==> src/logic/csp_pkg.sv <==
// constants, bus carriers and field layout of the standard pwm channel
package csp_pkg;

	// clocking: the timers count the core clock divided by four
	localparam int CORE_CLK_HZ = 20_000_000;
	localparam int TIMER_CLK_HZ = 5_000_000;
	localparam int QTR_DIV = CORE_CLK_HZ / TIMER_CLK_HZ;
	localparam logic [1:0] QTR_LAST = 2'(QTR_DIV - 1);
	localparam int N_TIMERS = 3;

	// register byte offsets
	localparam logic [7:0] OFS_CTRL = 8'h00;
	localparam logic [7:0] OFS_DUTY_LO = 8'h04;
	localparam logic [7:0] OFS_DUTY_HI = 8'h08;
	localparam logic [7:0] OFS_TSEL = 8'h0c;
	localparam logic [7:0] OFS_PIN = 8'h10;
	localparam logic [7:0] OFS_TCTL0 = 8'h14;
	localparam logic [7:0] OFS_PER0 = 8'h20;
	localparam logic [7:0] OFS_CNT0 = 8'h2c;
	localparam logic [7:0] OFS_FLAGS = 8'h38;
	localparam int OFS_STEP = 4;

	// channel_control fields
	localparam int CTRL_EN_BIT = 7;
	localparam int CTRL_OUT_BIT = 5;
	localparam int CTRL_FMT_BIT = 4;
	localparam logic [3:0] MODE_OFF = 4'h0;
	localparam logic [3:0] MODE_PWM = 4'hf;

	// timer_control fields
	localparam int TCTL_RUN_BIT = 2;

	// reset values
	localparam logic [1:0] TSEL_RST = 2'h1;
	localparam logic [1:0] TSEL_NONE = 2'h0;
	localparam logic PIN_DIR_RST = 1'b1;
	localparam logic [7:0] PER_RST = 8'hff;

	// timer prescale select
	typedef enum logic [1:0] {PS_1, PS_4, PS_16, PS_64} csp_psc_t;

	typedef struct packed {
		logic psel;
		logic penable;
		logic pwrite;
		logic [7:0] paddr;
		logic [31:0] pwdata;
	} csp_apb_req_t;

	typedef struct packed {
		logic pready;
		logic pslverr;
		logic [31:0] prdata;
	} csp_apb_rsp_t;

endpackage : csp_pkg

==> src/logic/csp_pwm.sv <==
// standard pwm channel with three selectable 8-bit time bases and apb registers
// How it works
// - pwm output with up to ten-bit resolution
// - channel picks one of three 8-bit timers
// - period is (period+1) x 4 x prescale clocks
// - counter equals period: clear counter, set output
// - zero duty keeps output low at rollover
// - rollover copies duty into hidden 10-bit buffer
// - postscaler never affects the pwm period
// - duty is 10 bits across the byte pair
// - alignment bit picks left or right placement
// - duty writes take effect after next rollover
// - time base = counter plus two fraction bits
// - time base equals buffered duty: clear output
// - duty beyond period leaves output unchanged
// - resolution log2(4(period+1)), full at 255
// - sleep freezes counter and output level
// - mode 1111 is pwm, 0000 resets channel
// - status bit shows current output level
//
// Decided for this implementation: the register addresses and the APB slave port.
`timescale 1ns/10ps
`default_nettype none
module csp_pwm #(
	parameter int N_TMR = csp_pkg::N_TIMERS
) (
	// clock and reset
	input wire logic i_core_clk,
	input wire logic i_rst_n,
	// register bus
	input wire csp_pkg::csp_apb_req_t i_apb,
	output csp_pkg::csp_apb_rsp_t o_apb,
	// power state
	input wire logic i_sleep,
	// channel output
	output logic o_pin_out,
	output logic o_pin_oe,
	output logic o_periph_out
);
	import csp_pkg::*;

	function automatic logic [7:0] reg_ofs(input logic [7:0] base, input int idx);
		reg_ofs = 8'(int'(base) + idx * OFS_STEP);
	endfunction : reg_ofs

	function automatic logic [5:0] psc_last(input logic [1:0] sel);
		case (sel)
			PS_1: psc_last = 6'h00;
			PS_4: psc_last = 6'h03;
			PS_16: psc_last = 6'h0f;
			default: psc_last = 6'h3f;
		endcase
	endfunction : psc_last

	csp_apb_rsp_t rsp_r;
	logic [1:0] qtr_r;
	logic en_r;
	logic fmt_r;
	logic [3:0] mode_r;
	logic [7:0] duty_lo_r;
	logic [7:0] duty_hi_r;
	logic [1:0] tsel_r;
	logic pin_dir_r;
	logic pin_oe_r;
	logic out_r;
	logic [9:0] duty_buf_r;
	logic run_r [N_TMR];
	logic [1:0] psc_sel_r [N_TMR];
	logic [7:0] per_r [N_TMR];
	logic [7:0] cnt_r [N_TMR];
	logic [5:0] pcnt_r [N_TMR];
	logic [N_TMR-1:0] flag_r;
	logic [N_TMR-1:0] roll;
	logic [N_TMR-1:0] step;
	logic [1:0] frac [N_TMR];
	logic qtick;
	logic acc;
	logic wr_en;
	logic rd_phase;
	logic addr_hit;
	logic [31:0] rd_data;
	logic active;
	logic [9:0] duty10;
	logic ch_roll;
	logic ch_step;
	logic duty_hit;
	logic [9:0] tb10;
	logic [7:0] ch_per;

	assign o_apb = rsp_r;
	assign o_pin_out = out_r;
	assign o_periph_out = out_r;
	assign o_pin_oe = pin_oe_r;

	// core/4 enable; the timers only see this tick
	assign qtick = (qtr_r == QTR_LAST) && !i_sleep;
	always_ff @(posedge i_core_clk) begin
		if (!i_rst_n) begin
			qtr_r <= '0;
		end else if (!i_sleep) begin
			qtr_r <= 2'(qtr_r + 2'h1);
		end
	end

	// apb slave: one wait state, write lands on the edge that sees pready
	assign acc = i_apb.psel && i_apb.penable;
	assign rd_phase = acc && !rsp_r.pready;
	assign wr_en = acc && i_apb.pwrite && rsp_r.pready;

	always_ff @(posedge i_core_clk) begin
		if (!i_rst_n) begin
			rsp_r <= '0;
		end else begin
			rsp_r.pready <= rd_phase;
			rsp_r.pslverr <= rd_phase && !addr_hit;
			if (rd_phase) begin
				rsp_r.prdata <= rd_data;
			end
		end
	end

	always_comb begin
		rd_data = '0;
		addr_hit = 1'b1;
		case (i_apb.paddr)
			OFS_CTRL: begin
				rd_data[CTRL_EN_BIT] = en_r;
				rd_data[CTRL_OUT_BIT] = out_r;
				rd_data[CTRL_FMT_BIT] = fmt_r;
				rd_data[3:0] = mode_r;
			end
			OFS_DUTY_LO: rd_data[7:0] = duty_lo_r;
			OFS_DUTY_HI: rd_data[7:0] = duty_hi_r;
			OFS_TSEL: rd_data[1:0] = tsel_r;
			OFS_PIN: rd_data[0] = pin_dir_r;
			OFS_FLAGS: rd_data[N_TMR-1:0] = flag_r;
			default: addr_hit = 1'b0;
		endcase
		for (int t = 0; t < N_TMR; t++) begin
			if (i_apb.paddr == reg_ofs(OFS_TCTL0, t)) begin
				rd_data[TCTL_RUN_BIT] = run_r[t];
				rd_data[1:0] = psc_sel_r[t];
				addr_hit = 1'b1;
			end
			if (i_apb.paddr == reg_ofs(OFS_PER0, t)) begin
				rd_data[7:0] = per_r[t];
				addr_hit = 1'b1;
			end
			if (i_apb.paddr == reg_ofs(OFS_CNT0, t)) begin
				rd_data[7:0] = cnt_r[t];
				addr_hit = 1'b1;
			end
		end
	end

	// channel configuration
	always_ff @(posedge i_core_clk) begin
		if (!i_rst_n) begin
			en_r <= 1'b0;
			fmt_r <= 1'b0;
			mode_r <= MODE_OFF;
			duty_lo_r <= '0;
			duty_hi_r <= '0;
			tsel_r <= TSEL_RST;
			pin_dir_r <= PIN_DIR_RST;
		end else if (wr_en) begin
			case (i_apb.paddr)
				OFS_CTRL: begin
					en_r <= i_apb.pwdata[CTRL_EN_BIT];
					fmt_r <= i_apb.pwdata[CTRL_FMT_BIT];
					mode_r <= i_apb.pwdata[3:0];
				end
				OFS_DUTY_LO: duty_lo_r <= i_apb.pwdata[7:0];
				OFS_DUTY_HI: duty_hi_r <= i_apb.pwdata[7:0];
				OFS_TSEL: tsel_r <= i_apb.pwdata[1:0];
				OFS_PIN: pin_dir_r <= i_apb.pwdata[0];
				default: ;
			endcase
		end
	end

	// pin driver enabled while direction bit is clear
	always_ff @(posedge i_core_clk) begin
		if (!i_rst_n) begin
			pin_oe_r <= 1'b0;
		end else begin
			pin_oe_r <= !pin_dir_r;
		end
	end

	// three 8-bit auto-reload time bases
	for (genvar t = 0; t < N_TMR; t++) begin : g_tmr
		logic pre_last;
		logic inc;
		logic [5:0] frac_low;
		assign pre_last = (pcnt_r[t] == psc_last(psc_sel_r[t]));
		assign inc = qtick && run_r[t] && pre_last;
		assign roll[t] = inc && (cnt_r[t] == per_r[t]);
		// bits below the fraction wrap at the next lower setting's terminal count
		assign frac_low = psc_last(2'(psc_sel_r[t] - 2'h1));
		assign step[t] = run_r[t] && ((psc_sel_r[t] == PS_1) ? !i_sleep
			: qtick && ((pcnt_r[t] & frac_low) == frac_low));

		// fraction bits: core phase at 1:1, else the prescaler's top two bits
		always_comb begin
			case (psc_sel_r[t])
				PS_1: frac[t] = qtr_r;
				PS_4: frac[t] = pcnt_r[t][1:0];
				PS_16: frac[t] = pcnt_r[t][3:2];
				default: frac[t] = pcnt_r[t][5:4];
			endcase
		end

		always_ff @(posedge i_core_clk) begin
			if (!i_rst_n) begin
				run_r[t] <= 1'b0;
				psc_sel_r[t] <= PS_1;
				per_r[t] <= PER_RST;
			end else if (wr_en) begin
				if (i_apb.paddr == reg_ofs(OFS_TCTL0, t)) begin
					run_r[t] <= i_apb.pwdata[TCTL_RUN_BIT];
					psc_sel_r[t] <= i_apb.pwdata[1:0];
				end
				if (i_apb.paddr == reg_ofs(OFS_PER0, t)) begin
					per_r[t] <= i_apb.pwdata[7:0];
				end
			end
		end

		always_ff @(posedge i_core_clk) begin
			if (!i_rst_n) begin
				pcnt_r[t] <= '0;
			end else if (qtick && run_r[t]) begin
				pcnt_r[t] <= pre_last ? 6'h00 : 6'(pcnt_r[t] + 6'h01);
			end
		end

		// period depends on period register and prescale only
		always_ff @(posedge i_core_clk) begin
			if (!i_rst_n) begin
				cnt_r[t] <= '0;
			end else if (inc) begin
				cnt_r[t] <= roll[t] ? 8'h00 : 8'(cnt_r[t] + 8'h01);
			end
		end

		// match flag: write one to clear, a new match wins
		always_ff @(posedge i_core_clk) begin
			if (!i_rst_n) begin
				flag_r[t] <= 1'b0;
			end else if (roll[t]) begin
				flag_r[t] <= 1'b1;
			end else if (wr_en && i_apb.paddr == OFS_FLAGS && i_apb.pwdata[t]) begin
				flag_r[t] <= 1'b0;
			end
		end
	end

	// time base selection for the channel
	always_comb begin
		ch_roll = 1'b0;
		ch_step = 1'b0;
		tb10 = '0;
		ch_per = '0;
		for (int t = 0; t < N_TMR; t++) begin
			if (tsel_r != TSEL_NONE && int'(tsel_r) == t + 1) begin
				ch_roll = roll[t];
				ch_step = step[t];
				tb10 = {cnt_r[t], frac[t]};
				ch_per = per_r[t];
			end
		end
	end

	assign active = en_r && (mode_r == MODE_PWM);
	assign duty10 = fmt_r ? {duty_hi_r, duty_lo_r[7:6]} : {duty_hi_r[1:0], duty_lo_r};
	// clear as the time base steps onto the duty value, so the high time is duty steps
	assign duty_hit = ch_step && (10'(tb10 + 10'h001) == duty_buf_r);

	// hidden duty buffer, reloaded only at rollover
	always_ff @(posedge i_core_clk) begin
		if (!i_rst_n || !active) begin
			duty_buf_r <= '0;
		end else if (ch_roll) begin
			duty_buf_r <= duty10;
		end
	end

	// output latch; a duty beyond the period never matches and leaves it as it is
	always_ff @(posedge i_core_clk) begin
		if (!i_rst_n || !active) begin
			out_r <= 1'b0;
		end else if (ch_roll) begin
			out_r <= (duty10 != 10'h000);
		end else if (duty_hit) begin
			out_r <= 1'b0;
		end
	end
endmodule : csp_pwm
`default_nettype wire

==> config.mk <==
export PLATFORM = sky130hd
export DESIGN_NAME = csp_pwm
export DESIGN_NICKNAME = d
export VERILOG_FILES = /design/src/logic/csp_pkg.sv /design/src/logic/csp_pwm.sv
export SDC_FILE = /design/constraint.sdc
export NUM_CORES = 1
export LEC_CHECK = 0
export ABC_CLOCK_PERIOD_IN_PS = 5200
export BUFFER_PORTS_ARGS = -buffer_cell sky130_fd_sc_hd__buf_2
export CELL_PAD_IN_SITES_DETAIL_PLACEMENT = 2
export CELL_PAD_IN_SITES_GLOBAL_PLACEMENT = 2
export CORE_MARGIN = 2
export CORE_UTILIZATION = 40
export CTS_CLUSTER_SIZE = 28
export DETAILED_ROUTE_END_ITERATION = 16
export HOLD_SLACK_MARGIN = 0.06
export PLACE_DENSITY_LB_ADDON = 0.1
export SLEW_MARGIN = 20
export SYNTH_ARGS = -nofsm -noshare
export SYNTH_HDL_FRONTEND = slang
export SYNTH_SLANG_ARGS = --single-unit
==> constraint.sdc <==
create_clock -name i_core_clk -period 5.2 [get_ports i_core_clk]
set_clock_uncertainty 0.1 [all_clocks]
set_input_delay 0.78 -clock i_core_clk [delete_from_list [all_inputs] [get_ports i_core_clk]]
set_output_delay 0.78 -clock i_core_clk [all_outputs]
set_load 0.05 [all_outputs]
### Word level (Yosys, flattened, before mapping)

Memory sizes are Yosys's and may differ from the RTL's.
Cells that the tools add are included.

* register bits: 52
* memory bits (writable): 75
* output and inout port bits: 37
* memories kept: 5

Memory list
* cnt_r: words 3, width 8, read ports 3, clocked after memory_dff 0, wr ports 3, line csp_pwm.sv:70 `logic [7:0] cnt_r [N_TMR];`
* per_r: words 3, width 8, read ports 3, clocked after memory_dff 0, wr ports 3, line csp_pwm.sv:69 `logic [7:0] per_r [N_TMR];`
* pcnt_r: words 3, width 6, read ports 3, clocked after memory_dff 0, wr ports 3, line csp_pwm.sv:71 `logic [5:0] pcnt_r [N_TMR];`
* psc_sel_r: words 3, width 2, read ports 3, clocked after memory_dff 0, wr ports 3, line csp_pwm.sv:68 `logic [1:0] psc_sel_r [N_TMR];`
* run_r: words 3, width 1, read ports 3, clocked after memory_dff 0, wr ports 3, line csp_pwm.sv:67 `logic run_r [N_TMR];`

* add/subtract/negate cells: 11
* equality and inequality tests: 41
* multiplexer cells: 119
* bitwise operators: 18
* reduce and logical (&&, ||, !) cells: 56

Operators by type and width (number)
* $mux 8: 15
* $pmux 6 s3: 6
* $mux 1: 73
* $eq 8x6->1 const B: 7
* $mux 10: 4
* $eq 6x6->1: 6
* $mux 6: 6
* $eq 8x5->1 const B: 4
* $logic_and 1x1->1: 30
* $add 8x1->8 const B: 3
* $eq 8x8->1: 3
* $add 6x1->6 const B: 3
* $and 6x6->6: 3
* $eq 2x2->1 const B: 9
* $pmux 2 s3: 3
* $eq 8x4->1 const B: 2
* $or 1x1->1: 15
* $eq 2x1->1 const B: 7
* $logic_not 2->1: 6
* $add 10x1->10 const B: 1
* $eq 10x10->1: 1
* $reduce_and 2->1: 5
* $reduce_bool 10->1: 1
* $reduce_bool 2->1: 5
* other kinds (16): 27

### Longest topological paths before layout

An unclocked memory read counts as a cell.

* word-level depth: 15
* mapped depth: 15
* depth with buffers taken out: 15

### Worst setup path after synthesis

Ideal clock, no wire load.

* path type: register -> register
* start point: memory psc_sel_r[0][0]
* end point: register out_r, in the netlist o_periph_out
* data arrival time: 2767 ps
* slack: 2206 ps
* cell stages (with the launch flop): 15
* path buffers: 0
* period minus slack after synthesis: 2994 ps
* cells stage by stage: edfxtp_1 inv_1 ha_1 a21oi_1 a221oi_2 a31oi_1 a21oi_1 ha_1 inv_1 a211oi_2 and3b_1 o221ai_1 nor4b_1 a311oi_1 or3_1

RTL lines
* from (decl): line csp_pwm.sv:68
* to (signal assigned): line csp_pwm.sv:294 `out_r <= (duty10 != 10'h000);`
* to (decl): line csp_pwm.sv:65 `logic out_r;`

### Worst setup path after layout

* start point: register tsel_r[1]
* end point: register out_r, in the netlist o_periph_out

* word-level cells in the longest chain between the ends: 9

RTL lines
* from (decl): line csp_pwm.sv:62 `logic [1:0] tsel_r;`
* from (signal assigned): line csp_pwm.sv:175 `OFS_TSEL: tsel_r <= i_apb.pwdata[1:0];`
* $eq 2x2->1 / $reduce_bool 2->1 (equally long branches): line csp_pwm.sv:266 `if (tsel_r != TSEL_NONE && int'(tsel_r) == t + 1) begin`
* $logic_and 1x1->1: line csp_pwm.sv:266
* $mux 10 (3 in a row): line csp_pwm.sv:266
* $add 10x1->10: line csp_pwm.sv:278 `assign duty_hit = ch_step && (10'(tb10 + 10'h001) == duty_buf_r);`
* $eq 10x10->1: line csp_pwm.sv:278
* $logic_and 1x1->1: line csp_pwm.sv:278
* $reduce_bool 2->1 (no source line)

Parallel ways exist; a longest one is shown, timed or not.
A chain may end at the register's enable or synchronous reset.

==> reports/metrics.cfg <==
[outcome]
status = complete, no violations

[place]
dpl.hpwl_mm = 21.1
gp_congestion = 0.904
placed_cell_area_um2 = 8210
portBuffers = 34

[finish]
area_delta_synth_final_pct = 11.2
multiInputGateArea_um2 = 4270
n_fill_cell = 2139
nNetsFinal = 963
finalInstanceArea_um2 = 8800
num_antenna_cells = 0
fin_util = 0.452
final_cell_mix = 108 x nor2_1, 84 x nand2_1, 74 x edfxtp_1
layout-drive-gt1-share = 0.129
regArea_um2 = 3280
final_common_cell = nor2_1

[floorplanning]
core_um2 = 19500
die-area_um2 = 20900
fp.dieH_um = 145
die_w_um = 145
start_util = 0.406
io_pins = 83
placement_rows = 51

[clock_network]
postCtsSetupRepairBufs = 0
clkLatencyLatePin_ns = 0.43
post_cts_resize_count = 0
clk_pin_slew_worst_paths_ns = 0.06
cts_hold_buf = 0
cts_inserted_buffers = 17
htreeDepth = 4
cts_root_buffer = clkbuf_16
clockBufferDepth = 2
cts.sinks = 127
cts_tree = built

[power]
totalPowerFinal_mw = 2.55
power_frac_seq = 0.438
switchingPower_mw = 0.660
leakagePower_nw = 3.02
vdd_drop_max_mv = 0.243
internal_power_mw = 1.89
p_per_area_nw_per_um2 = 290
swShare = 0.259
combPwrFrac = 0.082
clockPowerShare = 0.480

[synth]
synth_area_um2 = 7910
syn_inst = 873
synth_ff_type = edfxtp_1
yosys_register_bits = 127
synth_cell_types = 66
synth-seq-area-share = 0.415
yosys_warnings = 0
syn_area_per_cell_um2 = 9.06
synth-edff-count = 74
synth_top_area_frac = 0.281
async_flop_share = 0
yosysTopAreaCell = edfxtp_1
synthTopCellsByArea = edfxtp_1 28%, dfxtp_1 13%, nor2_1 5.1%

[sta]
fin_setup_tns_ns = 0
slew_headroom = 0.227
min_period_ns = 4.29
worstMarginPinSlew_ns = 1.14
maxSlewViolCount = 0
holdWs_ns = 0.352
grt_setup_unrepaired = no
fmax_mhz = 233
setup_viol_count_final = 0
hold_violations = 0
final.period_utilization = 0.825

[global_routing]
grt-ovfl-total = 0
grt_pass1_wl_mm = 43.9
grt_pass1_vias = 7514
antenna_found_initial = 0
grt_usage = 0.283
grt_max_degree = 38

[setup_path]
r2r_start = tsel_r[1]$_SDFFE_PN0P_
end_kind = flip-flop
worstSetupStartpoint = tsel_r[1]$_SDFFE_PN0P_
cp_cell_sequence = nand2_1 -> a221oi_1 -> or3_1 -> ha_1 -> inv_1 -> a211oi_2 -> and3b_1 -> o221ai_1 -> nor4b_1 -> a311oi_1 -> or3_1
start_kind = flip-flop
cp.required_ns = 5.41
critPathKind = reg -> reg
cp_slowest_stage_delay_ns = 0.95
critical_path.top_delay_family = simple AND/OR/NAND/NOR gates
crit_top_cell = or3_1
critPathBufInv = 1
cp_data_arrival_time_ns = 4.50
crit_fanout = 19
slowest_stage = dfxtp_1

[route]
totalWireLength_mm = 28.6
drt_iter0_markers = 350
dr.pass1.iters = 5
drt.antenna.violating_nets = 0
wl_per_cell_um = 24.5
vias = 6940
vias_per_cell = 5.94
drc = 0

[flow_run]
max_cap_violations = 0

[min_path]
worstHoldStart = pin_dir_r$_SDFFE_PN1P_
hold_path_class = reg -> reg

synth_stat cells, types with 5 or more instances:
library cell and count:
inv_1 22, a221oi_1 10, nand2_1 84, nand4_1 6, nand2b_1 13, mux2_2 5, nor2_1 108, dfxtp_1 53
nor4_1 11, xor2_1 45, a21oi_1 66, a211oi_2 12, and3_1 14, nor3_1 6, buf_2 7, mux2i_1 26
clkbuf_1 27, ha_1 26, or2_2 18, or3_1 6, buf_4 27, a22oi_1 11, xnor2_1 21, o22ai_1 11
nand3_1 60, edfxtp_1 74, a22o_1 8, o21ai_0 21
power by group through the flow:
stage | Combinational, mW | Clock, mW | Sequential (mW)
2_1_floorplan | 0.157 | 0 | 1.13
3_3_place_gp | 0.195 | 0 | 1.13
3_5_place_dp | 0.203 | 0 | 1.14
4_1_cts | 0.207 | 1.23 | 1.12
5_1_grt | 0.224 | 1.27 | 1.12
6_report | 0.208 | 1.22 | 1.12
flip-flops by register name (all words and copies together) (netlist names), 2 cells and up:
signal and cells:
o_apb 10, mode_r 4, duty_hi_r 8, cnt_r 24, tsel_r 2, duty_buf_r 10, qtr_r 2, flag_r 3
per_r 24, duty_lo_r 8, run_r 3, psc_sel_r 6, pcnt_r 18
metal layers:
| metal | global-route usage | share of wire |
|---|---|---|
| met1 | 0.339 | 0.41 |
| met4 | 0.142 | 0.042 |
| met5 | 0 | 0 |
| met3 | 0.0381 | 0.039 |
| met2 | 0.498 | 0.51 |
path summary, 6_finish.rpt:
path                               end  slack [ns]  cells after the start
max          o_periph_out$_SDFFE_PP0P_        0.91                     11
min                o_pin_oe$_SDFF_PN0_        0.35                      1
max reg2reg  o_periph_out$_SDFFE_PP0P_        0.91                     11
min reg2reg        o_pin_oe$_SDFF_PN0_        0.35                      1
logic make-up (layout without fill, tap and decap cells):
family                   Yosys count  after routing  share of synthesized area
XOR/XNOR                          66             66                     0.0731
buffers and inverters             89             97                     0.0572
multiplexers                      32             32                     0.0414
AND/OR/NAND/NOR                  360            360                      0.223
adder cells (fa/ha/maj)           26             26                     0.0411
other                              1             24                   0.000474
AO/OA/AOI/OAI                    172            172                      0.149
flip-flops                       127            127                      0.415
layout make-up:
cell class	count	area share
clock buffers	23	0.0593
clock inverters	9	0.00839
inverters	23	0.00981
multi-input cells	680	0.486
flip-flops and latches	127	0.373
well taps	265	0.0377
repair buffers	42	0.0262
metrics by stage:
stage	worst slack (ns)	instances
after floorplan	2.21	896
after global placement	1.38	1137
after detailed placement	1.10	1137
after CTS	0.984	1169
after global routing	0.730	1169
final	0.910	1169
(Power assumes the default switching activity.)
